--- src/design/pot_i2c_pkg.sv ---
package pot_i2c_pkg;
	// ****************************************
	// Register map
	// ****************************************
	localparam logic [3:0] ADDR_POT0 = 4'h0;
	localparam logic [3:0] ADDR_POT1 = 4'h1;
	localparam logic [3:0] ADDR_GP_FIRST = 4'h2;
	localparam logic [3:0] ADDR_GP_LAST = 4'h6;
	localparam logic [3:0] ADDR_RESERVED = 4'h7;
	localparam logic [3:0] ADDR_ACR = 4'h8;
	localparam logic [3:0] ADDR_WRAP = 4'h8;
	// ****************************************
	// Access control fields and resets
	// ****************************************
	localparam int ACR_VOL_BIT = 7;
	localparam int ACR_SHUTDOWN_CONTROL_BIT = 6;
	localparam int ACR_BUSY_BIT = 5;
	localparam logic VOL_RESET = 1'b0;
	localparam logic SHUTDOWN_CONTROL_RESET = 1'b1;
	localparam logic [7:0] WIPER_RESET = 8'h40;
	localparam logic [7:0] NV_RESET = 8'h40;
	localparam logic [7:0] GP_RESET = 8'h00;
	// ****************************************
	// Bus identity and timing
	// ****************************************
	localparam logic [3:0] ID_PREFIX = 4'ha;
	localparam int CLK_MHZ = 100;
	localparam int NV_WRITE_MS = 20;
	localparam int NV_WRITE_CYCLES = NV_WRITE_MS * 1000 * CLK_MHZ;
	localparam int POWERUP_US = 1;
	localparam int POWERUP_CYCLES = POWERUP_US * CLK_MHZ;
	typedef enum logic [2:0] {
		ST_IDLE = 3'b000,
		ST_RECV = 3'b001,
		ST_ACK = 3'b010,
		ST_SEND = 3'b011,
		ST_MACK = 3'b100
	} bus_state_type;
	typedef enum logic [1:0] {
		PH_ID = 2'b00,
		PH_ADDR = 2'b01,
		PH_DATA = 2'b10
	} phase_type;
endpackage

--- src/design/pot_i2c_slave.sv ---
// Behaviour
// - Pots run only when shutdown pin high and shutdown bit one.
// - Device is always slave; master supplies clock and starts transfers.
// - Every byte is shifted most significant bit first.
// - Data changes only while clock low; else it is start or stop.
// - After power-up the data line is not driven.
// - All activity ignored until a start condition is seen.
// - Starts during power-up are ignored.
// - Stop ends every operation and returns to standby.
// - Transmitter releases data after eight bits; receiver acks ninth clock.
// - Device acks matching id, every address byte, every write data byte.
// - Id byte is 1010, strap bits, then read/write bit.
// - Write pointer increments per data byte, wraps 08h to 00h.
// - Non-volatile write starts at stop and lasts up to 20ms.
// - Device sends bytes while master acks; master ends with stop.
// - Read pointer loaded by address, increments per byte, wraps 08h.
// - Volatile bit zero targets initial values and copies to wipers.
// - Shutdown control bit resets to one.
// - While busy, writes to pots and access control are rejected.
// - Decode pots 0-1, general 2-6, reserved 7, control 8.
module pot_i2c_slave
	import pot_i2c_pkg::*;
#(
	parameter int NV_CYCLES = pot_i2c_pkg::NV_WRITE_CYCLES
) (
	input  wire logic       sys_clk,
	input  wire logic       rst,
	input  wire logic       scl_in,
	input  wire logic       sda_in,
	output logic            sda_out,
	output logic            sda_oe,
	input  wire logic       addr_strap_bit2,
	input  wire logic       addr_strap_bit1,
	input  wire logic       addr_strap_bit0,
	input  wire logic       shutdown_n,
	output logic            pot_shutdown,
	output logic [7:0]      wiper0,
	output logic [7:0]      wiper1,
	output logic            nv_write_busy
);
	import pot_i2c_pkg::*;
	// ****************************************
	// Pin synchronisers
	// ****************************************
	logic [2:0] scl_sync_reg;
	logic [2:0] sda_sync_reg;
	logic       scl_reg;
	logic       sda_reg;
	always_ff @(posedge sys_clk or posedge rst) begin
		if (rst) begin
			scl_sync_reg <= 3'h7;
			sda_sync_reg <= 3'h7;
		end else begin
			scl_sync_reg <= {scl_sync_reg[1:0], scl_in};
			sda_sync_reg <= {sda_sync_reg[1:0], sda_in};
		end
	end
	// Filtered level only moves when stages 2 and 3 agree
	always_ff @(posedge sys_clk or posedge rst) begin
		if (rst) begin
			scl_reg <= 1'b1;
			sda_reg <= 1'b1;
		end else begin
			if (scl_sync_reg[1] == scl_sync_reg[2])
				scl_reg <= scl_sync_reg[2];
			if (sda_sync_reg[1] == sda_sync_reg[2])
				sda_reg <= sda_sync_reg[2];
		end
	end
	logic scl_prev_reg;
	logic sda_prev_reg;
	always_ff @(posedge sys_clk or posedge rst) begin
		if (rst) begin
			scl_prev_reg <= 1'b1;
			sda_prev_reg <= 1'b1;
		end else begin
			scl_prev_reg <= scl_reg;
			sda_prev_reg <= sda_reg;
		end
	end
	logic scl_rise;
	logic scl_fall;
	logic start_det;
	logic stop_det;
	assign scl_rise = scl_reg && !scl_prev_reg;
	assign scl_fall = !scl_reg && scl_prev_reg;
	assign start_det = scl_reg && scl_prev_reg && sda_prev_reg && !sda_reg;
	assign stop_det = scl_reg && scl_prev_reg && !sda_prev_reg && sda_reg;
	// ****************************************
	// Power-up hold-off
	// ****************************************
	logic [$clog2(POWERUP_CYCLES+1)-1:0] pwr_cnt_reg;
	logic powered;
	assign powered = (pwr_cnt_reg == POWERUP_CYCLES[$clog2(POWERUP_CYCLES+1)-1:0]);
	always_ff @(posedge sys_clk or posedge rst) begin
		if (rst)
			pwr_cnt_reg <= '0;
		else if (!powered)
			pwr_cnt_reg <= pwr_cnt_reg + 1'b1;
	end
	// ****************************************
	// Registers
	// ****************************************
	logic [7:0] nv_reg [0:6];
	logic [7:0] wiper_reg [0:1];
	logic       vol_reg;
	logic       shutdown_control_reg;
	logic [31:0] busy_cnt_reg;
	logic        nv_pending_reg;
	assign nv_write_busy = (busy_cnt_reg != 32'h0);
	assign wiper0 = wiper_reg[0];
	assign wiper1 = wiper_reg[1];
	assign pot_shutdown = !(shutdown_n && shutdown_control_reg);
	// ****************************************
	// Bus engine
	// ****************************************
	bus_state_type state_reg;
	phase_type     phase_reg;
	logic [7:0] shift_reg;
	logic [3:0] bit_cnt_reg;
	logic [3:0] ptr_reg;
	logic       ack_ok_reg;
	logic       sda_drive_reg;
	logic [7:0] rd_data;
	logic [2:0] straps;
	logic [3:0] ptr_inc;
	logic       wr_ok;
	assign straps = {addr_strap_bit2, addr_strap_bit1, addr_strap_bit0};
	assign ptr_inc = (ptr_reg == ADDR_WRAP) ? 4'h0 : ptr_reg + 4'h1;
	assign wr_ok = !nv_write_busy;
	always_comb begin
		rd_data = 8'h00;
		if (ptr_reg <= ADDR_POT1) begin
			rd_data = vol_reg ? wiper_reg[ptr_reg[0]] : nv_reg[ptr_reg[2:0]];
		end else if (ptr_reg <= ADDR_GP_LAST) begin
			rd_data = nv_reg[ptr_reg[2:0]];
		end else if (ptr_reg == ADDR_ACR) begin
			rd_data = 8'h00;
			rd_data[ACR_VOL_BIT] = vol_reg;
			rd_data[ACR_SHUTDOWN_CONTROL_BIT] = shutdown_control_reg;
			rd_data[ACR_BUSY_BIT] = nv_write_busy;
		end
	end
	// Data byte just received while in write phase
	logic wr_strobe;
	logic [7:0] rx_byte;
	assign rx_byte = {shift_reg[6:0], sda_reg};
	assign wr_strobe = (state_reg == ST_RECV) && scl_rise && (bit_cnt_reg == 4'h7)
		&& (phase_reg == PH_DATA);
	always_ff @(posedge sys_clk or posedge rst) begin
		if (rst) begin
			state_reg <= ST_IDLE;
			phase_reg <= PH_ID;
			shift_reg <= 8'h00;
			bit_cnt_reg <= 4'h0;
			ptr_reg <= 4'h0;
			ack_ok_reg <= 1'b0;
		end else if (stop_det) begin
			state_reg <= ST_IDLE;
		end else if (start_det && powered) begin
			state_reg <= ST_RECV;
			phase_reg <= PH_ID;
			bit_cnt_reg <= 4'h0;
		end else begin
			case (state_reg)
				ST_IDLE: begin
					bit_cnt_reg <= 4'h0;
				end
				ST_RECV: begin
					if (scl_rise) begin
						shift_reg <= rx_byte;
						bit_cnt_reg <= bit_cnt_reg + 4'h1;
					end else if (scl_fall && bit_cnt_reg == 4'h8) begin
						bit_cnt_reg <= 4'h0;
						state_reg <= ST_ACK;
						ack_ok_reg <= 1'b1;
						case (phase_reg)
							PH_ID: begin
								if (shift_reg[7:1] != {ID_PREFIX, straps}) begin
									ack_ok_reg <= 1'b0;
									state_reg <= ST_IDLE;
								end
							end
							PH_ADDR: ptr_reg <= shift_reg[3:0];
							default: ptr_reg <= ptr_inc;
						endcase
					end
				end
				ST_ACK: begin
					if (scl_fall) begin
						if (phase_reg == PH_ID && shift_reg[0]) begin
							state_reg <= ST_SEND;
							shift_reg <= rd_data;
							phase_reg <= PH_DATA;
						end else begin
							state_reg <= ST_RECV;
							phase_reg <= (phase_reg == PH_ID) ? PH_ADDR : PH_DATA;
						end
					end
				end
				ST_SEND: begin
					if (scl_fall) begin
						shift_reg <= {shift_reg[6:0], 1'b0};
						bit_cnt_reg <= bit_cnt_reg + 4'h1;
						if (bit_cnt_reg == 4'h7) begin
							state_reg <= ST_MACK;
							ptr_reg <= ptr_inc;
						end
					end
				end
				ST_MACK: begin
					if (scl_rise) begin
						ack_ok_reg <= !sda_reg;
					end else if (scl_fall) begin
						bit_cnt_reg <= 4'h0;
						if (ack_ok_reg) begin
							state_reg <= ST_SEND;
							shift_reg <= rd_data;
						end else begin
							state_reg <= ST_IDLE;
						end
					end
				end
				default: state_reg <= ST_IDLE;
			endcase
		end
	end
	// Open-drain output: only ever pulls low, released in idle
	always_ff @(posedge sys_clk or posedge rst) begin
		if (rst) begin
			sda_drive_reg <= 1'b0;
		end else if (stop_det || start_det) begin
			sda_drive_reg <= 1'b0;
		end else if (state_reg == ST_RECV && scl_fall && bit_cnt_reg == 4'h8) begin
			sda_drive_reg <= (phase_reg != PH_ID) ||
				(shift_reg[7:1] == {ID_PREFIX, straps});
		end else if (state_reg == ST_ACK && scl_fall) begin
			sda_drive_reg <= (phase_reg == PH_ID) && shift_reg[0] && !rd_data[7];
		end else if (state_reg == ST_SEND && scl_fall) begin
			sda_drive_reg <= (bit_cnt_reg != 4'h7) && !shift_reg[6];
		end else if (state_reg == ST_MACK && scl_fall) begin
			sda_drive_reg <= ack_ok_reg && !rd_data[7];
		end
	end
	assign sda_out = 1'b0;
	assign sda_oe = sda_drive_reg;
	// ****************************************
	// Register writes and non-volatile timer
	// ****************************************
	always_ff @(posedge sys_clk or posedge rst) begin
		if (rst) begin
			vol_reg <= VOL_RESET;
			shutdown_control_reg <= SHUTDOWN_CONTROL_RESET;
			wiper_reg[0] <= WIPER_RESET;
			wiper_reg[1] <= WIPER_RESET;
			for (int i = 0; i < 7; i++)
				nv_reg[i] <= (i < 2) ? NV_RESET : GP_RESET;
			nv_pending_reg <= 1'b0;
		end else begin
			if (stop_det)
				nv_pending_reg <= 1'b0;
			if (wr_strobe) begin
				if (ptr_reg <= ADDR_POT1) begin
					if (wr_ok) begin
						wiper_reg[ptr_reg[0]] <= rx_byte;
						if (!vol_reg) begin
							nv_reg[ptr_reg[2:0]] <= rx_byte;
							nv_pending_reg <= 1'b1;
						end
					end
				end else if (ptr_reg <= ADDR_GP_LAST) begin
					if (wr_ok) begin
						nv_reg[ptr_reg[2:0]] <= rx_byte;
						nv_pending_reg <= 1'b1;
					end
				end else if (ptr_reg == ADDR_ACR) begin
					if (wr_ok) begin
						vol_reg <= rx_byte[ACR_VOL_BIT];
						shutdown_control_reg <= rx_byte[ACR_SHUTDOWN_CONTROL_BIT];
					end
				end
			end
		end
	end
	always_ff @(posedge sys_clk or posedge rst) begin
		if (rst)
			busy_cnt_reg <= 32'h0;
		else if (stop_det && nv_pending_reg)
			busy_cnt_reg <= 32'(NV_CYCLES);
		else if (busy_cnt_reg != 32'h0)
			busy_cnt_reg <= busy_cnt_reg - 32'h1;
	end
	// ****************************************
	// Checks
	// ****************************************
	chk_idle_release: assert property (@(posedge sys_clk) disable iff (rst)
		(state_reg == ST_IDLE && $past(state_reg) == ST_IDLE) |-> !sda_oe)
		else $error("data line driven in idle");
	chk_stop_standby: assert property (@(posedge sys_clk) disable iff (rst)
		stop_det |=> state_reg == ST_IDLE)
		else $error("stop did not return to standby");
	chk_nv_timer: assert property (@(posedge sys_clk) disable iff (rst)
		(stop_det && nv_pending_reg) |=> nv_write_busy)
		else $error("busy not set after stop");
	chk_shutdown_and: assert property (@(posedge sys_clk) disable iff (rst)
		pot_shutdown == !(shutdown_n && shutdown_control_reg))
		else $error("shutdown mismatch");
	chk_ptr_wrap: assert property (@(posedge sys_clk) disable iff (rst)
		(state_reg == ST_RECV && phase_reg == PH_DATA && scl_fall
		&& bit_cnt_reg == 4'h8 && ptr_reg == ADDR_WRAP) |=> ptr_reg == 4'h0)
		else $error("pointer did not wrap");
	chk_busy_reject: assert property (@(posedge sys_clk) disable iff (rst)
		(wr_strobe && nv_write_busy) |=> $stable(wiper_reg[0]) && $stable(shutdown_control_reg))
		else $error("write accepted while busy");
	chk_powerup_start: assert property (@(posedge sys_clk) disable iff (rst)
		(start_det && !powered && state_reg == ST_IDLE) |=> state_reg == ST_IDLE)
		else $error("start accepted in power-up");
	chk_bad_id: assert property (@(posedge sys_clk) disable iff (rst)
		(state_reg == ST_RECV && phase_reg == PH_ID && scl_fall && bit_cnt_reg == 4'h8
		&& shift_reg[7:1] != {ID_PREFIX, straps}) |=> !sda_oe)
		else $error("bad id acknowledged");
	cov_write: cover property (@(posedge sys_clk) disable iff (rst) wr_strobe);
	cov_read: cover property (@(posedge sys_clk) disable iff (rst)
		state_reg == ST_SEND);
	cov_busy: cover property (@(posedge sys_clk) disable iff (rst) nv_write_busy);
endmodule // pot_i2c_slave

--- config.mk ---
export PLATFORM = sky130hd
export DESIGN_NAME = pot_i2c_slave
export DESIGN_NICKNAME = d
export VERILOG_FILES = /design/src/design/pot_i2c_pkg.sv /design/src/design/pot_i2c_slave.sv
export SDC_FILE = /design/constraint.sdc
export NUM_CORES = 1
export LEC_CHECK = 0
export BUFFER_PORTS_ARGS = -buffer_cell sky130_fd_sc_hd__buf_2
export CAP_MARGIN = 40
export CORE_UTILIZATION = 25
export CTS_CLUSTER_DIAMETER = 40
export CTS_CLUSTER_SIZE = 25
export DETAILED_ROUTE_END_ITERATION = 7
export SKIP_LAST_GASP = 1
export SYNTH_ARGS = -nofsm -noshare
export SYNTH_HDL_FRONTEND = slang
export SYNTH_SLANG_ARGS = --single-unit
--- constraint.sdc ---
create_clock -name sys_clk -period 10.85 [get_ports sys_clk]
set_input_delay 1.085 -clock sys_clk [delete_from_list [all_inputs] [get_ports sys_clk]]
set_output_delay 1.085 -clock sys_clk [all_outputs]
set_load 0.05 [all_outputs]
Yosys cells after proc, flatten, opt, wreduce, memory -nomap -nowiden:

Index checks and enable logic that the tools add are counted.

* output and inout port bits: 20
* bits of input ports: 8
* logic and storage cells: 224
* register bits: 147

* $lt $le $gt $ge: 6
* add/sub/neg operators: 4
* bitwise operators: 7
* equal/unequal tests: 42
* reduce and logical (&&, ||, !) cells: 56
* muxes and demuxes: 82

Operator list (count)
* 56-bit two-way mux: 5
* 8-bit two-way mux: 18
* 32-bit two-way mux: 2
* 56-bit bitwise mux: 1
* 4-bit two-way mux: 11
* 4-bit inequality test (second input constant): 8
* 8-bit case mux with 4 select lines: 1
* 32-bit nonzero test: 1
* 32-bit by 1-bit subtractor with 32-bit output (second input constant): 1
* 2-bit inequality test (second input constant): 14
* 3-bit two-way mux: 9
* 1-bit logical AND: 25
* 8-bit binary-select mux with 3-bit select: 1
* 8-bit demux with 3-bit select: 1
* 2-bit two-way mux: 9
* 1-bit two-way mux: 17
* 16-bit bitwise mux: 1
* 4-bit case mux with 2 select lines: 2
* 4-bit case mux with 4 select lines: 1
* 8-bit AND reduction: 2
* 3-bit case mux with 5 select lines: 1
* 2-bit nonzero test: 7
* 3-bit inequality test (second input constant): 4
* 6-bit AND reduction: 2
* other kinds (35): 53

Longest topological paths before layout:

* depth after elaboration: 13
* depth in mapped cells: 12
* gate-level depth less buffers: 8

Worst setup path before layout:

OpenSTA, ideal clock, no wires.

* path type: register -> register
* start point: reg busy_cnt_reg[13]
* end point: reg nv_reg[40] in the netlist's numbering
* clock period less this slack: 3.549 ns
* stages on the path, launching flop included: 9
* setup time: 0.125 ns
* required time: 10.725 ns
* path buffers: 2
* arrival: 3.424 ns
* slack: 7.301 ns
* cell sequence: dfrtp_1 > or4_4 > or4_1 > or4_1 > buf_2 > or4_1 > buf_2 > nor3_4 > mux2_2

* cells in the longest elaborated chain, start to end: 3
* elaborated cells between the ends (all ways): 4
* those cells by class: eq/ne: 2; reduce/logical: 2

RTL lines
* start, declared: RTL line pot_i2c_slave.sv:108 `logic [31:0] busy_cnt_reg;`
* start signal, assigned: RTL line pot_i2c_slave.sv:289 `busy_cnt_reg <= 32'(NV_CYCLES);`
* start signal, assigned: RTL line pot_i2c_slave.sv:291 `busy_cnt_reg <= busy_cnt_reg - 32'h1;`
* 32-bit nonzero test (*): RTL line pot_i2c_slave.sv:110 `assign nv_write_busy = (busy_cnt_reg != 32'h0);`
* net nv_write_busy: RTL line pot_i2c_slave.sv:39 `output logic nv_write_busy`
* 2-bit inequality test (no source line)
* 5-bit AND reduction (no source line) (*)
* end signal, assigned by index: RTL line pot_i2c_slave.sv:257 `nv_reg[i] <= (i < 2) ? NV_RESET : GP_RESET;`
* end signal, assigned by index: RTL line pot_i2c_slave.sv:267 `nv_reg[ptr_reg[2:0]] <= rx_byte;`
* end signal, assigned by index: RTL line pot_i2c_slave.sv:273 `nv_reg[ptr_reg[2:0]] <= rx_byte;`
* end, declared: RTL line pot_i2c_slave.sv:104 `logic [7:0] nv_reg [0:6];`

Mark *: on every way through the listed nets, which the timed path passes. The rest lies on a longest branch.
A chain may end at the register's enable or synchronous reset.

Worst setup path in the final report:

* start point: reg busy_cnt_reg[13]
* end point: out nv_write_busy

* cells in the longest elaborated chain, start to end: 1

RTL lines (RTL line)
* 32-bit nonzero test: pot_i2c_slave.sv:110
* end, declared: pot_i2c_slave.sv:39

No other way between the ends.

==> results.md <==
* Ys Warns at 0
* Post-route ant nets at 0
* Antenna violations before repair at 0
* Sequential share of the synthesized area at 0.491
* PostCTS Resize Cnt at 0
* Post-Syn Instances at 697
* Cell Area, Synth at 7530 µm²
* Clock sinks at 147
* Register area at 3700 µm²
* Worst hold slack at 356 ps
* Final TNS setup at 0 ps
* Multi-input gate area at 3630 µm²
* Startpoint types: flip-flop
* I/O pin count at 28
* Most numerous cell in the Yosys netlist: dfrtp_1
* CP delay by family, top: simple AND/OR/NAND/NOR gates
* Max Transition Viols Final at 0
* Unique masters post-synth at 65
* Hold Violations, Final at 0
* Via Count at 5386
* Port Buffers at 26
* Mean Syn Cell Area at 10.8 µm²
* Yosys top cell by area: dfrtp_1
* Most common cell on crit path: or4_1
* Crit path capture type: primary output
* Post-synth EDFFs at 0
* Worst path cell trace: or4_4 -> or4_1 -> or4_1 -> buf_2
* Maximum VDD drop at 0.104 mV
* Filler Cells Inserted at 3110
* Rel. slew slack at 0.435
* Critical path depth at 4
* Synth Register Bits at 147
* Post-synth top cells: 132 x dfrtp_1, 77 x mux2_2, 50 x nor2_1
* Final min period at 4030 ps
* Slowest cell delay on critical path at 720 ps
* Clock root cell: clkbuf_16
* Crit path capture: nv_write_busy
* TritonCTS clock tree: yes
* Drc violations at 0
* GRT Overall Usage at 0.121
* Worst Skew at 11.7 ps
* # rows at 63
* Antenna diode count at 0
* Hold WC Path Type: flip-flop to flip-flop
* Placeable core area at 29600 µm²
* Vias per cell at 4.85
* Starting Density at 0.254
* First-pass GRT wire length at 29100 µm
* R2r setup slk at 7050 ps
* DRT Pass-1 Iters at 5
* CP max-delay cell: or4_1
* Setup crit start: busy_cnt_reg[13]$_DFFE_PP0P_
* Async SR Flop Fraction at 1.00
* Period utilisation layout at 0.371
* Total Routed Length at 17600 µm
* Die height at 176 µm
* Main synth FF type: dfrtp_1
* Iter 0 DRT Violations at 336
* DR WL/cell at 15.8 µm
* CTS buffer count at 17
* Clock Latency Late Sink at 430 ps
* Leak at 3.89 nW
* # Post-CTS Setup Buffers at 0
* Synthesized Nets at 715
* Worst-path fanout max at 7
* CP bufs+invs at 1
* Post-DP HPWL at 11800 µm
* Fmax at 0.248 GHz
* CTS Hold Bufs at 0
* Die ar. at 30800 µm²
* R2r startpoint: busy_cnt_reg[13]$_DFFE_PP0P_
* Vias in the first global route at 5348
* Unrepaired setup endpoints after global routing: no
* Reg2reg path depth at 6
* RePlAce Congestion at 0.795
* Top post-synthesis cells by area: dfrtp_1 44%, mux2_2 12%, dfstp_2 5.2%
* Gr ovfl total at 0
* Status: completed
* Crit path arrival time at 2940 ps
* Max Cap Viol at 0
* Clock transition at the registers of the reported paths at 60 ps
* Pin count of the biggest net entering global routing at 84
* Die X at 176 µm
* Final setup vio count at 0
* Max reg flops at 56
* Layout cells sized above 1 at 0.241
* Pwr/cell area at 169 nW/µm²
* H-tree depth at 4
* Worst-Margin Slew at 845 ps
* Synth-to-Final Area Change at 15.5%
* Post-Layout Cell Count at 1111
* Critical Path RT at 9770 ps
* Longest Clk Path Bufs at 2
* Synth top area share at 0.439
* Nets at 726
* WS Path Type: flip-flop to primary output
* Worst r2r dst: nv_reg[29]$_DFFE_PP0P_
* Dpl cells at 1079
[metrics by stage]
step                 util  setup WS, ps  power (mW)  area [µm²]
floorplan               -          5840       0.766        7530
global placement    0.272          7120       0.821        8050
detailed placement  0.272          7080       0.824        8050
CTS                 0.294          6820        1.48        8700
global route        0.294          6760        1.54        8700
finish              0.294          6820        1.47        8700
[where the power goes]
| group | switching, mW | internal (mW) | leakage, nW |
|---|---|---|---|
| clock | 0.242 | 0.417 | 0.312 |
| sequential | 0.0719 | 0.575 | 1.97 |
| combinational | 0.104 | 0.0627 | 1.60 |
| total | 0.418 | 1.05 | 3.89 |
[final cells by class]
| class | instances | area share |
|---|---|---|
| well taps | 390 | 0.0561 |
| clock inverters | 11 | 0.0232 |
| clock buffers | 21 | 0.0518 |
| inverters | 14 | 0.00661 |
| repair buffers | 32 | 0.0201 |
| flip-flops and latches | 147 | 0.425 |
| multi-input cells | 496 | 0.417 |
[worst min path at each step]
stage	startpoint	end	depth (start not counted)
finish	sda_sync_reg[0]$_DFF_PP1_	sda_sync_reg[1]$_DFF_PP1_	0
global route	sda_sync_reg[0]$_DFF_PP1_	sda_sync_reg[1]$_DFF_PP1_	0
CTS	sda_sync_reg[0]$_DFF_PP1_	sda_sync_reg[1]$_DFF_PP1_	0
detailed placement	sda_sync_reg[0]$_DFF_PP1_	sda_sync_reg[1]$_DFF_PP1_	0
global placement	sda_sync_reg[0]$_DFF_PP1_	sda_sync_reg[1]$_DFF_PP1_	0
floorplan	scl_sync_reg[0]$_DFF_PP1_	scl_sync_reg[1]$_DFF_PP1_	0
[worst register-to-register path: stages (launching register included)]
cell and delay (ps):
dfrtp_1 430, or4_4 580, or4_1 480, or4_1 720, or4_1 690, nor3_4 390, mux2_2 380
[cells in the final DEF, fill, tap and decap left out, types with 13 or more instances in the layout]
cell,n
dfrtp_1,132
mux2_2,77
nor2_1,50
nand2_1,48
o21ai_0,35
buf_2,26
xnor2_1,24
nand3_1,22
a21oi_1,21
mux2i_1,21
clkbuf_16,17
or3_1,15
dfstp_2,15
inv_1,13
[logic make-up (layout without fill, tap and decap cells)]
kind of cell	count (synthesis)	in the layout	share of synthesized area
buf+inv	54	78	0.0277
fa+ha+maj	12	12	0.0193
simple gates	229	229	0.165
flops	147	147	0.491
other cells	1	1	0.000498
xor+xnor	35	35	0.0407
compound gates	116	116	0.0995
mux	103	103	0.156
[routing by layer]
layer,global-route usage,share of wire,up-vias
li1,-,-,2538
met4,0.0442,0.016,0
met2,0.192,0.48,98
met1,0.161,0.47,2726
met3,0.0242,0.034,24
met5,0,0,-
(Power assumes the default switching activity.)
